===== src/shared/mcs_consts.vh =====
// constants for the measurement cycle sequencer
`ifndef MCS_CONSTS_VH
`define MCS_CONSTS_VH

// core timing base
`define MCS_CYC_PER_US 100
`define MCS_OSC_PCT 100

// update periods in microseconds, 1 MHz core clock
`define MCS_UPD_1M_R0_US 1600
`define MCS_UPD_1M_R1_US 5000
`define MCS_UPD_1M_R2_US 25000
`define MCS_UPD_1M_R3_US 125000
// update periods in microseconds, 4 MHz core clock
`define MCS_UPD_4M_R0_US 500
`define MCS_UPD_4M_R1_US 1500
`define MCS_UPD_4M_R2_US 6500
`define MCS_UPD_4M_R3_US 32000

// sleep response times in microseconds, normal integration
`define MCS_SLP_RD_1M_US 4500
`define MCS_SLP_WR_1M_US 1500
`define MCS_SLP_RD_4M_US 1500
`define MCS_SLP_WR_4M_US 500
// sleep response times in microseconds, long integration
`define MCS_SLP_RD_1M_LONG_US 12000
`define MCS_SLP_WR_1M_LONG_US 5500
`define MCS_SLP_RD_4M_LONG_US 4500
`define MCS_SLP_WR_4M_LONG_US 1500

// ordinary cycles between special measurements
`define MCS_SPEC_R0 8'hFF
`define MCS_SPEC_R1 8'h7F
`define MCS_SPEC_R2 8'h1F
`define MCS_SPEC_R3 8'h0F

// power-up and spi wake timing in microseconds
`define MCS_T_STARTUP_US 10000
`define MCS_T_WIN_LOCKED_US 1500
`define MCS_T_WIN_EXTRA_US 4500
`define MCS_T_SS_LOW_US 8

// status codes in the two top bits of the packet
`define MCS_ST_VALID 2'h0
`define MCS_ST_CMD 2'h1
`define MCS_ST_STALE 2'h2
`define MCS_ST_DIAG 2'h3

// reset value of the rate field
`define MCS_RATE_DEFAULT 2'h0

`endif


===== src/mcs_sequencer.v =====
// measurement scheduling and output status of the sensor core
`include "mcs_consts.vh"
`default_nettype none

module mcs_sequencer #(
   parameter TW = 24,
   parameter OSC_PCT = `MCS_OSC_PCT,
   parameter UPD_1M_R0 = `MCS_UPD_1M_R0_US * `MCS_CYC_PER_US,
   parameter UPD_1M_R1 = `MCS_UPD_1M_R1_US * `MCS_CYC_PER_US,
   parameter UPD_1M_R2 = `MCS_UPD_1M_R2_US * `MCS_CYC_PER_US,
   parameter UPD_1M_R3 = `MCS_UPD_1M_R3_US * `MCS_CYC_PER_US,
   parameter UPD_4M_R0 = `MCS_UPD_4M_R0_US * `MCS_CYC_PER_US,
   parameter UPD_4M_R1 = `MCS_UPD_4M_R1_US * `MCS_CYC_PER_US,
   parameter UPD_4M_R2 = `MCS_UPD_4M_R2_US * `MCS_CYC_PER_US,
   parameter UPD_4M_R3 = `MCS_UPD_4M_R3_US * `MCS_CYC_PER_US,
   parameter SLP_RD_1M = `MCS_SLP_RD_1M_US * `MCS_CYC_PER_US,
   parameter SLP_WR_1M = `MCS_SLP_WR_1M_US * `MCS_CYC_PER_US,
   parameter SLP_RD_4M = `MCS_SLP_RD_4M_US * `MCS_CYC_PER_US,
   parameter SLP_WR_4M = `MCS_SLP_WR_4M_US * `MCS_CYC_PER_US,
   parameter SLP_RD_1M_LONG = `MCS_SLP_RD_1M_LONG_US * `MCS_CYC_PER_US,
   parameter SLP_WR_1M_LONG = `MCS_SLP_WR_1M_LONG_US * `MCS_CYC_PER_US,
   parameter SLP_RD_4M_LONG = `MCS_SLP_RD_4M_LONG_US * `MCS_CYC_PER_US,
   parameter SLP_WR_4M_LONG = `MCS_SLP_WR_4M_LONG_US * `MCS_CYC_PER_US,
   parameter STARTUP_CYC = `MCS_T_STARTUP_US * `MCS_CYC_PER_US,
   parameter WIN_LOCKED_CYC = `MCS_T_WIN_LOCKED_US * `MCS_CYC_PER_US,
   parameter WIN_EXTRA_CYC = `MCS_T_WIN_EXTRA_US * `MCS_CYC_PER_US
) (
   input wire clk,
   input wire sys_rst,
   input wire sleep_mode,
   input wire i2c_sel,
   input wire core_fast,
   input wire long_integration,
   input wire mem_locked,
   input wire [1:0] update_rate,
   input wire measure_request_read,
   input wire measure_request_write,
   input wire result_fetch_read,
   input wire diag_fault,
   input wire [13:0] bridge_code,
   input wire [10:0] temp_code,
   input wire int_ss_in,
   output reg int_ss_out,
   output wire int_ss_oe,
   output reg [1:0] out_status,
   output reg [13:0] out_bridge,
   output reg [10:0] out_temp,
   output reg [1:0] conv_phase,
   output wire powered_down,
   output reg result_written
);

   localparam ST_START = 2'h0;
   localparam ST_SLEEP = 2'h1;
   localparam ST_MEAS = 2'h2;
   localparam ST_DOWN = 2'h3;

   localparam PH_NONE = 2'h0;
   localparam PH_TEMP = 2'h1;
   localparam PH_ZERO = 2'h2;
   localparam PH_BRIDGE = 2'h3;

   localparam SS_LOW_CYC = `MCS_T_SS_LOW_US * `MCS_CYC_PER_US;
   localparam [9:0] SS_LOW_MAX = SS_LOW_CYC;

   // typical figures, trimmed by oscillator percent
   function [TW-1:0] scale;
      input integer cyc;
      integer s;
      begin
         s = cyc * OSC_PCT / 100;
         if (s < 1) begin
            s = 1;
         end
         scale = s[TW-1:0];
      end
   endfunction

   // update period per rate and clock
   function [TW-1:0] upd_period;
      input fast;
      input [1:0] rsel;
      begin
         case ({fast, rsel})
            3'h0: upd_period = scale(UPD_1M_R0);
            3'h1: upd_period = scale(UPD_1M_R1);
            3'h2: upd_period = scale(UPD_1M_R2);
            3'h3: upd_period = scale(UPD_1M_R3);
            3'h4: upd_period = scale(UPD_4M_R0);
            3'h5: upd_period = scale(UPD_4M_R1);
            3'h6: upd_period = scale(UPD_4M_R2);
            default: upd_period = scale(UPD_4M_R3);
         endcase
      end
   endfunction

   function [TW-1:0] bridge_time;
      input fast;
      input lng;
      begin
         case ({fast, lng})
            2'h0: bridge_time = scale(SLP_WR_1M);
            2'h1: bridge_time = scale(SLP_WR_1M_LONG);
            2'h2: bridge_time = scale(SLP_WR_4M);
            default: bridge_time = scale(SLP_WR_4M_LONG);
         endcase
      end
   endfunction

   // read response minus bridge, split over two specials
   function [TW-1:0] special_time;
      input fast;
      input lng;
      begin
         case ({fast, lng})
            2'h0: special_time = scale((SLP_RD_1M - SLP_WR_1M) / 2);
            2'h1: special_time = scale((SLP_RD_1M_LONG - SLP_WR_1M_LONG) / 2);
            2'h2: special_time = scale((SLP_RD_4M - SLP_WR_4M) / 2);
            default: special_time = scale((SLP_RD_4M_LONG - SLP_WR_4M_LONG) / 2);
         endcase
      end
   endfunction

   function [7:0] spec_interval;
      input [1:0] rsel;
      begin
         case (rsel)
            2'h0: spec_interval = `MCS_SPEC_R0;
            2'h1: spec_interval = `MCS_SPEC_R1;
            2'h2: spec_interval = `MCS_SPEC_R2;
            default: spec_interval = `MCS_SPEC_R3;
         endcase
      end
   endfunction

   reg [1:0] state;
   reg [TW-1:0] timer;
   reg [1:0] rate;
   reg full_seq;
   reg spec_zero;
   reg [7:0] spec_cnt;
   reg [10:0] temp_hold;
   reg fault;
   reg ss_meta;
   reg ss_sync;
   reg ss_prev;
   reg [9:0] ss_low_cnt;

   wire [TW-1:0] startup_len = scale(STARTUP_CYC);
   wire [TW-1:0] elapsed = timer;
   // command window longer while memory unlocked
   wire [TW-1:0] window_len = mem_locked ? scale(WIN_LOCKED_CYC) :
                              scale(WIN_LOCKED_CYC + WIN_EXTRA_CYC);
   wire in_window = elapsed < window_len;

   wire [TW-1:0] conv_len = bridge_time(core_fast, long_integration);
   wire [TW-1:0] spec_len = special_time(core_fast, long_integration);
   wire [TW-1:0] period_len = upd_period(core_fast, rate);
   wire [TW-1:0] down_len = (period_len > conv_len) ? period_len - conv_len : {TW{1'b0}};
   wire [TW-1:0] one = {{(TW-1){1'b0}}, 1'b1};

   // spi wake needs the select low long enough before its rise
   wire ss_rise = ss_sync & ~ss_prev;
   wire spi_wake = ~i2c_sel & ss_rise & (ss_low_cnt >= SS_LOW_MAX);
   wire wake_read = (i2c_sel & measure_request_read) | spi_wake;
   // write-type request exists only on i2c
   wire wake_write = i2c_sel & measure_request_write;

   // pin drives ready only in i2c operation
   assign int_ss_oe = i2c_sel;
   // rate 00 stays awake through the remainder
   assign powered_down = (state == ST_SLEEP) || (state == ST_DOWN && rate != 2'h0);

   always @(posedge clk) begin
      if (sys_rst) begin
         ss_meta <= 1'b1;
         ss_sync <= 1'b1;
         ss_prev <= 1'b1;
         ss_low_cnt <= 10'h000;
      end else begin
         ss_meta <= int_ss_in;
         ss_sync <= ss_meta;
         ss_prev <= ss_sync;
         if (ss_sync) begin
            ss_low_cnt <= 10'h000;
         end else if (ss_low_cnt < SS_LOW_MAX) begin
            ss_low_cnt <= ss_low_cnt + 10'h001;
         end
      end
   end

   always @(posedge clk) begin
      if (sys_rst) begin
         state <= ST_START;
         timer <= {TW{1'b0}};
         // rate field starts at the factory code
         rate <= `MCS_RATE_DEFAULT;
         full_seq <= 1'b0;
         spec_zero <= 1'b0;
         spec_cnt <= 8'h00;
         temp_hold <= 11'h000;
         fault <= 1'b0;
         // no result yet, reads as stale
         out_status <= `MCS_ST_STALE;
         out_bridge <= 14'h0000;
         out_temp <= 11'h000;
         conv_phase <= PH_NONE;
         int_ss_out <= 1'b0;
         result_written <= 1'b0;
      end else begin
         result_written <= 1'b0;
         // a fetch of valid data makes it stale
         if (result_fetch_read && out_status == `MCS_ST_VALID) begin
            out_status <= `MCS_ST_STALE;
         end
         if (result_fetch_read) begin
            int_ss_out <= 1'b0;
         end
         case (state)
            ST_START: begin
               if (timer == startup_len - one) begin
                  rate <= update_rate;
                  out_status <= fault ? `MCS_ST_DIAG : `MCS_ST_STALE;
                  if (sleep_mode) begin
                     state <= ST_SLEEP;
                  end else begin
                     state <= ST_MEAS;
                     conv_phase <= PH_TEMP;
                     full_seq <= 1'b1;
                     timer <= spec_len - one;
                  end
               end else begin
                  timer <= timer + one;
                  // command code during the command window
                  if (!fault) begin
                     out_status <= in_window ? `MCS_ST_CMD : `MCS_ST_STALE;
                  end
               end
            end
            ST_SLEEP: begin
               // powered down until a request arrives
               if (wake_read) begin
                  state <= ST_MEAS;
                  conv_phase <= PH_TEMP;
                  full_seq <= 1'b1;
                  timer <= spec_len - one;
               end else if (wake_write) begin
                  state <= ST_MEAS;
                  conv_phase <= PH_BRIDGE;
                  full_seq <= 1'b0;
                  timer <= conv_len - one;
               end
               if ((wake_read || wake_write) && out_status != `MCS_ST_DIAG) begin
                  out_status <= `MCS_ST_STALE;
               end
            end
            ST_MEAS: begin
               if (timer != {TW{1'b0}}) begin
                  timer <= timer - one;
               end else begin
                  case (conv_phase)
                     PH_TEMP: begin
                        temp_hold <= temp_code;
                        conv_phase <= full_seq ? PH_ZERO : PH_BRIDGE;
                        timer <= full_seq ? spec_len - one : conv_len - one;
                     end
                     PH_ZERO: begin
                        conv_phase <= PH_BRIDGE;
                        timer <= conv_len - one;
                     end
                     default: begin
                        // result written once calculation is done
                        out_bridge <= bridge_code;
                        out_temp <= temp_hold;
                        result_written <= 1'b1;
                        // ready rises, and wins over a fetch
                        int_ss_out <= 1'b1;
                        // valid wins over a same-cycle fetch
                        if (fault || diag_fault) begin
                           fault <= 1'b1;
                           out_status <= `MCS_ST_DIAG;
                        end else begin
                           out_status <= `MCS_ST_VALID;
                        end
                        conv_phase <= PH_NONE;
                        full_seq <= 1'b0;
                        if (sleep_mode) begin
                           state <= ST_SLEEP;
                        end else begin
                           // rest of the period in ST_DOWN, powered down unless rate is 00
                           state <= ST_DOWN;
                           timer <= (down_len == {TW{1'b0}}) ? {TW{1'b0}} : down_len - one;
                        end
                     end
                  endcase
               end
            end
            default: begin
               if (timer != {TW{1'b0}}) begin
                  timer <= timer - one;
               end else begin
                  state <= ST_MEAS;
                  if (spec_cnt == spec_interval(rate)) begin
                     spec_cnt <= 8'h00;
                     spec_zero <= ~spec_zero;
                     conv_phase <= spec_zero ? PH_ZERO : PH_TEMP;
                     timer <= spec_len - one;
                  end else begin
                     spec_cnt <= spec_cnt + 8'h01;
                     conv_phase <= PH_BRIDGE;
                     timer <= conv_len - one;
                  end
               end
            end
         endcase
      end
   end

endmodule // mcs_sequencer

`default_nettype wire


===== config.mk =====
export PLATFORM = sky130hd
export DESIGN_NAME = mcs_sequencer
export DESIGN_NICKNAME = d
export VERILOG_FILES = /design/src/mcs_sequencer.v
export VERILOG_INCLUDE_DIRS = /design/src /design/src/shared
export SDC_FILE = /design/constraint.sdc
export NUM_CORES = 1
export LEC_CHECK = 0
export BUFFER_PORTS_ARGS = -buffer_cell sky130_fd_sc_hd__buf_2
export CORE_ASPECT_RATIO = 1.1
export CORE_MARGIN = 4
export CORE_UTILIZATION = 37
export DETAILED_ROUTE_END_ITERATION = 8
export PLACE_DENSITY = 0.55
export REMOVE_ABC_BUFFERS = 1
export SLEW_MARGIN = 20
export SYNTH_ARGS = -nofsm -noshare
export SYNTH_HDL_FRONTEND = slang
export SYNTH_SLANG_ARGS = --single-unit

===== constraint.sdc =====
create_clock -name clk -period 7.1 [get_ports clk]
set_input_delay 0.71 -clock clk [delete_from_list [all_inputs] [get_ports clk]]
set_output_delay 0.71 -clock clk [all_outputs]
set_load 0.02 [all_outputs]

# Yosys cells after proc, flatten, opt, wreduce, memory -nomap -nowiden
# Cells that the tools add are included.
[totals] reg_bits=94 in_bits=39 output_inout_bits=33 word_cells=161
[op_classes] n_addsub=8 magnitude_cmp=4 n_eq_ne=26 muxes=64 bitwise_logic=13 reduce_logical=28
[op_table] op="$mux 24" n=11
[op_table] op="$pmux 24 s7" n=1
[op_table] op="$sub 24x1->24 const B" n=4
[op_table] op="$pmux 24 s3" n=1
[op_table] op="$mux 2" n=24
[op_table] op="$pmux 24 s2" n=1
[op_table] op="$pmux 20 s2" n=1
[op_table] op="$pmux 19 s2" n=1
[op_table] op="$mux 8" n=4
[op_table] op="$add 24x1->24 const B" n=1
[op_table] op="$eq 24x20->1 const B" n=1
[op_table] op="$gt 24x24->1" n=1
[op_table] op="$logic_not 24->1" n=1
[op_table] op="$lt 24x20->1" n=1
[op_table] op="$pmux 8 s3" n=1
[op_table] op="$reduce_bool 24->1" n=1
[op_table] op="$sub 24x24->24" n=1
[op_table] op="$mux 20" n=1
[op_table] op="$pmux 2 s3" n=3
[op_table] op="$mux 1" n=13
[op_table] op="$reduce_and 3->1" n=4
[op_table] op="$add 10x1->10 const B" n=1
[op_table] op="$eq 2x2->1 const B" n=5
[op_table] op="$ge 10x10->1 const B" n=1
[op_table] op="28 further kinds" n=59

# Depth between registers and ports, before layout
[depth] word_depth=10 ltp_mapped=22

# Least setup slack after synthesis
# Ideal clock, no wire load.
[synth_path] path_type="input -> register" start="input core_fast" end="register timer[6] (netlist: elapsed[6])" setup_ns=0.117 t_arrival_ns=4.707 t_required_ns=6.983 slack_ns=2.276 stages=21 n_path_buf=6 cell_sequence="buf_4 > inv_1 > ha_1 > clkbuf_1 > inv_1 > ha_1 > clkbuf_1 > nand2b_1 > a211oi_1 > nor2_1 > a32oi_1 > and2_1 > clkbuf_1 > buf_2 > nand2_1 > ha_1 > clkbuf_1 > inv_1 > xnor2_1 > a311o_1 > a32o_1"
[synth_between] elab_chain_len=10 word_cells_on_any_way=31 cone_classes="add/sub: 4; order compare: 1; eq/ne: 8; mux: 16; reduce/logical: 2"
[synth_rtl] element="from (decl)" line="mcs_sequencer.v:32" source="input wire core_fast,"
[synth_rtl] element="$eq 3x3->1 (tied with other cells)" line="mcs_sequencer.v:84" source="case ({fast, rsel})"
[synth_rtl] element="$pmux 24 s7 or $pmux 20 s2 (tied branches)" line="mcs_sequencer.v:84, mcs_sequencer.v:101"
[synth_rtl] element="$sub 24x24->24 or $gt 24x24->1 (tied branches)" line="mcs_sequencer.v:159" source="wire [TW-1:0] down_len = (period_len > conv_len) ? period_len - conv_len : {TW{1'b0}};"
[synth_rtl] element="$mux 24" line="mcs_sequencer.v:159"
[synth_rtl] element="$sub 24x1->24 or $logic_not 24->1 (tied branches)" line="mcs_sequencer.v:292" source="timer <= (down_len == {TW{1'b0}}) ? {TW{1'b0}} : down_len - one;"
[synth_rtl] element="$mux 24" line="mcs_sequencer.v:292"
[synth_rtl] element="$mux 24" line="mcs_sequencer.v:287" source="if (sleep_mode) begin"
[synth_rtl] element="$pmux 24 s2" line="mcs_sequencer.v:261" source="case (conv_phase)"
[synth_rtl] element="$mux 24" line="mcs_sequencer.v:258" source="if (timer != {TW{1'b0}}) begin"
[synth_rtl] element="$pmux 24 s3 (*)" line="mcs_sequencer.v:219" source="case (state)"
[synth_rtl] element="to (signal assigned)" line="mcs_sequencer.v:259" source="timer <= timer - one;"
[synth_rtl] element="to (signal assigned)" line="mcs_sequencer.v:265" source="timer <= full_seq ? spec_len - one : conv_len - one;"
[synth_rtl] element="to (signal assigned)" line="mcs_sequencer.v:292"
[synth_rtl] element="to (decl)" line="mcs_sequencer.v:137" source="reg [TW-1:0] timer;"
# Mark *: on every way between the ends. The rest lies on a longest branch, timed or not. The select of a mux whose other input is x is not followed.
# A chain may end at the register's enable or synchronous reset.

# Worst setup path after layout
[layout_path] start="input core_fast" end="register timer[0] (netlist: elapsed[0])"
[layout_between] elab_chain_len=10 word_cells_on_any_way=21 cone_classes="add/sub: 2; order compare: 1; eq/ne: 8; mux: 8; reduce/logical: 2"
[layout_rtl] element="$eq 3x3->1 (tied with other cells)" line="mcs_sequencer.v:84"
[layout_rtl] element="$pmux 24 s7 or $pmux 20 s2 (tied branches)" line="mcs_sequencer.v:84, mcs_sequencer.v:101"
[layout_rtl] element="$gt 24x24->1 or $sub 24x24->24 (tied branches)" line="mcs_sequencer.v:159"
[layout_rtl] element="$mux 24 (*)" line="mcs_sequencer.v:159"
[layout_rtl] element="$sub 24x1->24 or $logic_not 24->1 (tied branches)" line="mcs_sequencer.v:292"
[layout_rtl] element="$mux 24 (*)" line="mcs_sequencer.v:292"
[layout_rtl] element="$mux 24 (*)" line="mcs_sequencer.v:287"
[layout_rtl] element="$pmux 24 s2 (*)" line="mcs_sequencer.v:261"
[layout_rtl] element="$mux 24 (*)" line="mcs_sequencer.v:258"
[layout_rtl] element="$pmux 24 s3 (*)" line="mcs_sequencer.v:219"
# Marks and branches as above.

==> results.py <==
metrics = {
    "global_route": {
        "track_usage_pct": 22.6,
        "antenna_found_initial": 0,
        "grt_max_degree": 66,
        "grt_overflow": 0,
        "first_global_vias": 7582,
        "grt_pass1_wl_um": 43200,
    },
    "die": {
        "dieArea_mm2": 0.0236,
        "io_pins": 72,
        "num_rows": 55,
        "die_y_um": 161,
        "coreArea_mm2": 0.0207,
        "die_width_um": 147,
        "start_util_pct": 37.9,
    },
    "setup_path": {
        "required_ps": 7380,
        "crit_path_top_delay_cell": "a41oi_2",
        "cp_top_family": "compound AO/OA/AOI/OAI gates",
        "path_buf_inv": 3,
        "end_kind": "flop",
        "crit_path_start_kind": "input port",
        "cpPeakStageDelay_ps": 670,
        "crit_chain": "buf_2 > inv_1 > ha_1 > inv_1 > ha_1 > nand4b_1 > a211oi_2 > o21ai_1 > o2111ai_1 > and2_1 > nand2_1 > ha_1 > and2_1 > a41oi_2 > o221ai_1 > a221oi_1",
        "worstPathArrival_ps": 5920,
        "crit_type": "in -> reg",
        "cp_max_fo": 24,
        "cp_common_cell": "ha_1",
    },
    "place": {
        "placedCellCount": 1396,
        "placed_cell_area_mm2": 0.00833,
        "gp_congestion": 0.981,
        "hpwl_um": 20400,
        "portBuffers": 71,
    },
    "final_layout": {
        "final_cells": 1412,
        "final_core_utilization_pct": 41.6,
        "layout_commonest_cell": "nand2_1",
        "design_area_mm2": 0.00863,
        "fill_cells": 2211,
        "final_cell_mix": "nand2_1, a21oi_1, nor2_1, dfxtp_1, o21ai_0",
        "drive_gt1_share_pct": 12.4,
        "area_growth_pct": 9.86,
        "nNetsFinal": 1195,
        "diodes": 0,
    },
    "synth": {
        "synth-compound-area-share_pct": 28.5,
        "synth_seq_area_share_pct": 24.0,
        "synth-simple-area-share_pct": 27.0,
        "syn_area_per_cell_um2": 7.10,
        "ys_seq_elements": 94,
        "synth-adder-area-share_pct": 5.51,
        "synth_cells": 1106,
        "synth-xor-area-share_pct": 7.11,
        "synthesis.area_mm2": 0.00785,
        "yosys.cell_types.count": 88,
        "synth_top_cell_by_area": "dfxtp_1",
        "synth_edf_count": 0,
        "muxShareOfSynthArea_pct": 1.83,
        "async_reset_ff_share_pct": 0,
        "yosys_warnings": 0,
        "yosysTopAreaCellShare_pct": 24.0,
        "ys.flop_type": "dfxtp_1",
        "synth_area_leaders": "dfxtp_1, nand2_1, a21oi_1",
        "synth_top_family_by_area": "compound AO/OA/AOI/OAI gates",
    },
    "drt": {
        "via_count": 8245,
        "wl_um": 27700,
        "drtIter0Drc": 756,
        "viasPerCell": 5.84,
        "wire_per_inst_um": 19.6,
        "firstDrtPassIters": 7,
        "ant_nets": 0,
        "drc": 0,
    },
    "clock_network": {
        "holdBufCountCts": 0,
        "cts_tree": "yes",
        "cts-resized-gates": 0,
        "clkLatencyLatePin_ps": 360,
        "clk_pin_slew_worst_paths_ps": 80,
        "clk_path_buf_depth": 2,
        "clock-sinks": 94,
        "htree_levels": 3,
        "root_buffer": "clkbuf_16",
        "cts_made_buffers": 9,
        "post_cts_buffers": 0,
    },
    "sta": {
        "drv_slew": 0,
        "finalHoldViolCount": 0,
        "skew_ps": 13.3,
        "finalSetupViolCount": 0,
        "finalCriticalPeriod_ps": 5650,
        "finalCritPeriodShare_pct": 79.5,
        "fin_tns_setup_ps": 0,
        "rsz0062_at_grt": "false",
        "tightest_slew_ps": 1020,
        "fmax_mhz": 177,
        "slew_headroom_pct": 31.9,
    },
    "power_and_ir_drop": {
        "p_total_mw": 1.37,
        "p_leak_nw": 3.35,
        "power.density_mw_per_mm2": 159,
        "ir_drop_v": 0.000109,
    },
    "run_status": {
        "status": "completed",
    },
    "flow_run": {
        "max-cap-violations": 0,
    },
    "min_path": {
        "hp-class": "reg -> reg",
    },
}
==> flip-flops by register name, indices dropped and copies added, names as in the netlist <==
register        cells
ss_meta             1
fault               1
out_temp           11
spec_cnt            8
spec_zero           1
rate                2
conv_phase          2
ss_low_cnt         10
result_written      1
state               2
elapsed            24
ss_sync             1
out_status          2
ss_prev             1
full_seq            1
temp_hold          11
out_bridge         14
int_ss_out          1
==> cell usage after synthesis, types with 4 or more instances <==
cell,n
a21oi_1,112
mux2i_1,11
buf_2,9
nor3_1,23
ha_1,33
and3_1,9
clkbuf_1,60
buf_1,4
xor2_1,28
nor4_1,13
or4_1,6
nand2b_1,12
a21boi_0,4
inv_1,34
a31oi_1,22
o211ai_1,10
a21o_1,12
or2_2,8
and2_1,12
nor2b_1,4
o21ai_1,6
xnor2_1,32
nand3_1,42
a211oi_1,9
nand2_1,164
buf_4,4
a211o_1,6
nor2_1,98
o21a_1,5
a22oi_1,8
a221oi_1,6
dfxtp_1,94
nand4_1,20
o21ai_0,76
a311oi_1,5
o22ai_1,10
or3_1,13
==> where the power goes <==
group | internal (mW) | switching (mW) | total, mW
registers | 0.529 | 0.00400 | 0.533
clock network | 0.250 | 0.245 | 0.495
logic | 0.114 | 0.229 | 0.342
==> layer usage <==
layer  vias to the layer above  wire [um]  GRT usage [%]
met3                        73       1760           3.10
met5                         -          0              0
met2                       349      13000           37.1
li1                       3997          -              -
met4                         0       1070           9.79
met1                      3826      11900           29.7
==> worst paths after layout <==
check | startpoint | endpoint | slack [ps] | cells past startpoint
max | core_fast | elapsed[0] | 1450 | 16
min | ss_meta | ss_sync | 430 | 1
max reg2reg | rate[0] | elapsed[0] | 1870 | 14
min reg2reg | ss_meta | ss_sync | 430 | 1
==> logic make-up after synthesis <==
group                    count (synthesis)
AO/OA/AOI/OAI                          342
buffers and inverters                  115
AND/OR/NAND/NOR                        445
XOR/XNOR                                62
flip-flops                              94
multiplexers                            14
adder cells (fa/ha/maj)                 34
==> per-stage QoR <==
stage / hold WS, ps / setup WS [ps]
finish: 428 / 1450
global route: 443 / 1020
CTS: 428 / 1530
detailed placement: 416 / 1180
global placement: 426 / 1300
floorplan: 389 / 2590
==> layout make-up <==
cell class	count	area, um2	area share [%]
Clock buffer	9	225	2.61
Clock inverter	7	75.1	0.870
Inverter	36	135	1.57
Multi-Input combinational cell	897	5500	63.8
Sequential cell	94	1880	21.8
Tap cell	285	357	4.13
Timing Repair Buffer	84	453	5.25
No activity file was read; power rests on OpenSTA's default activity.
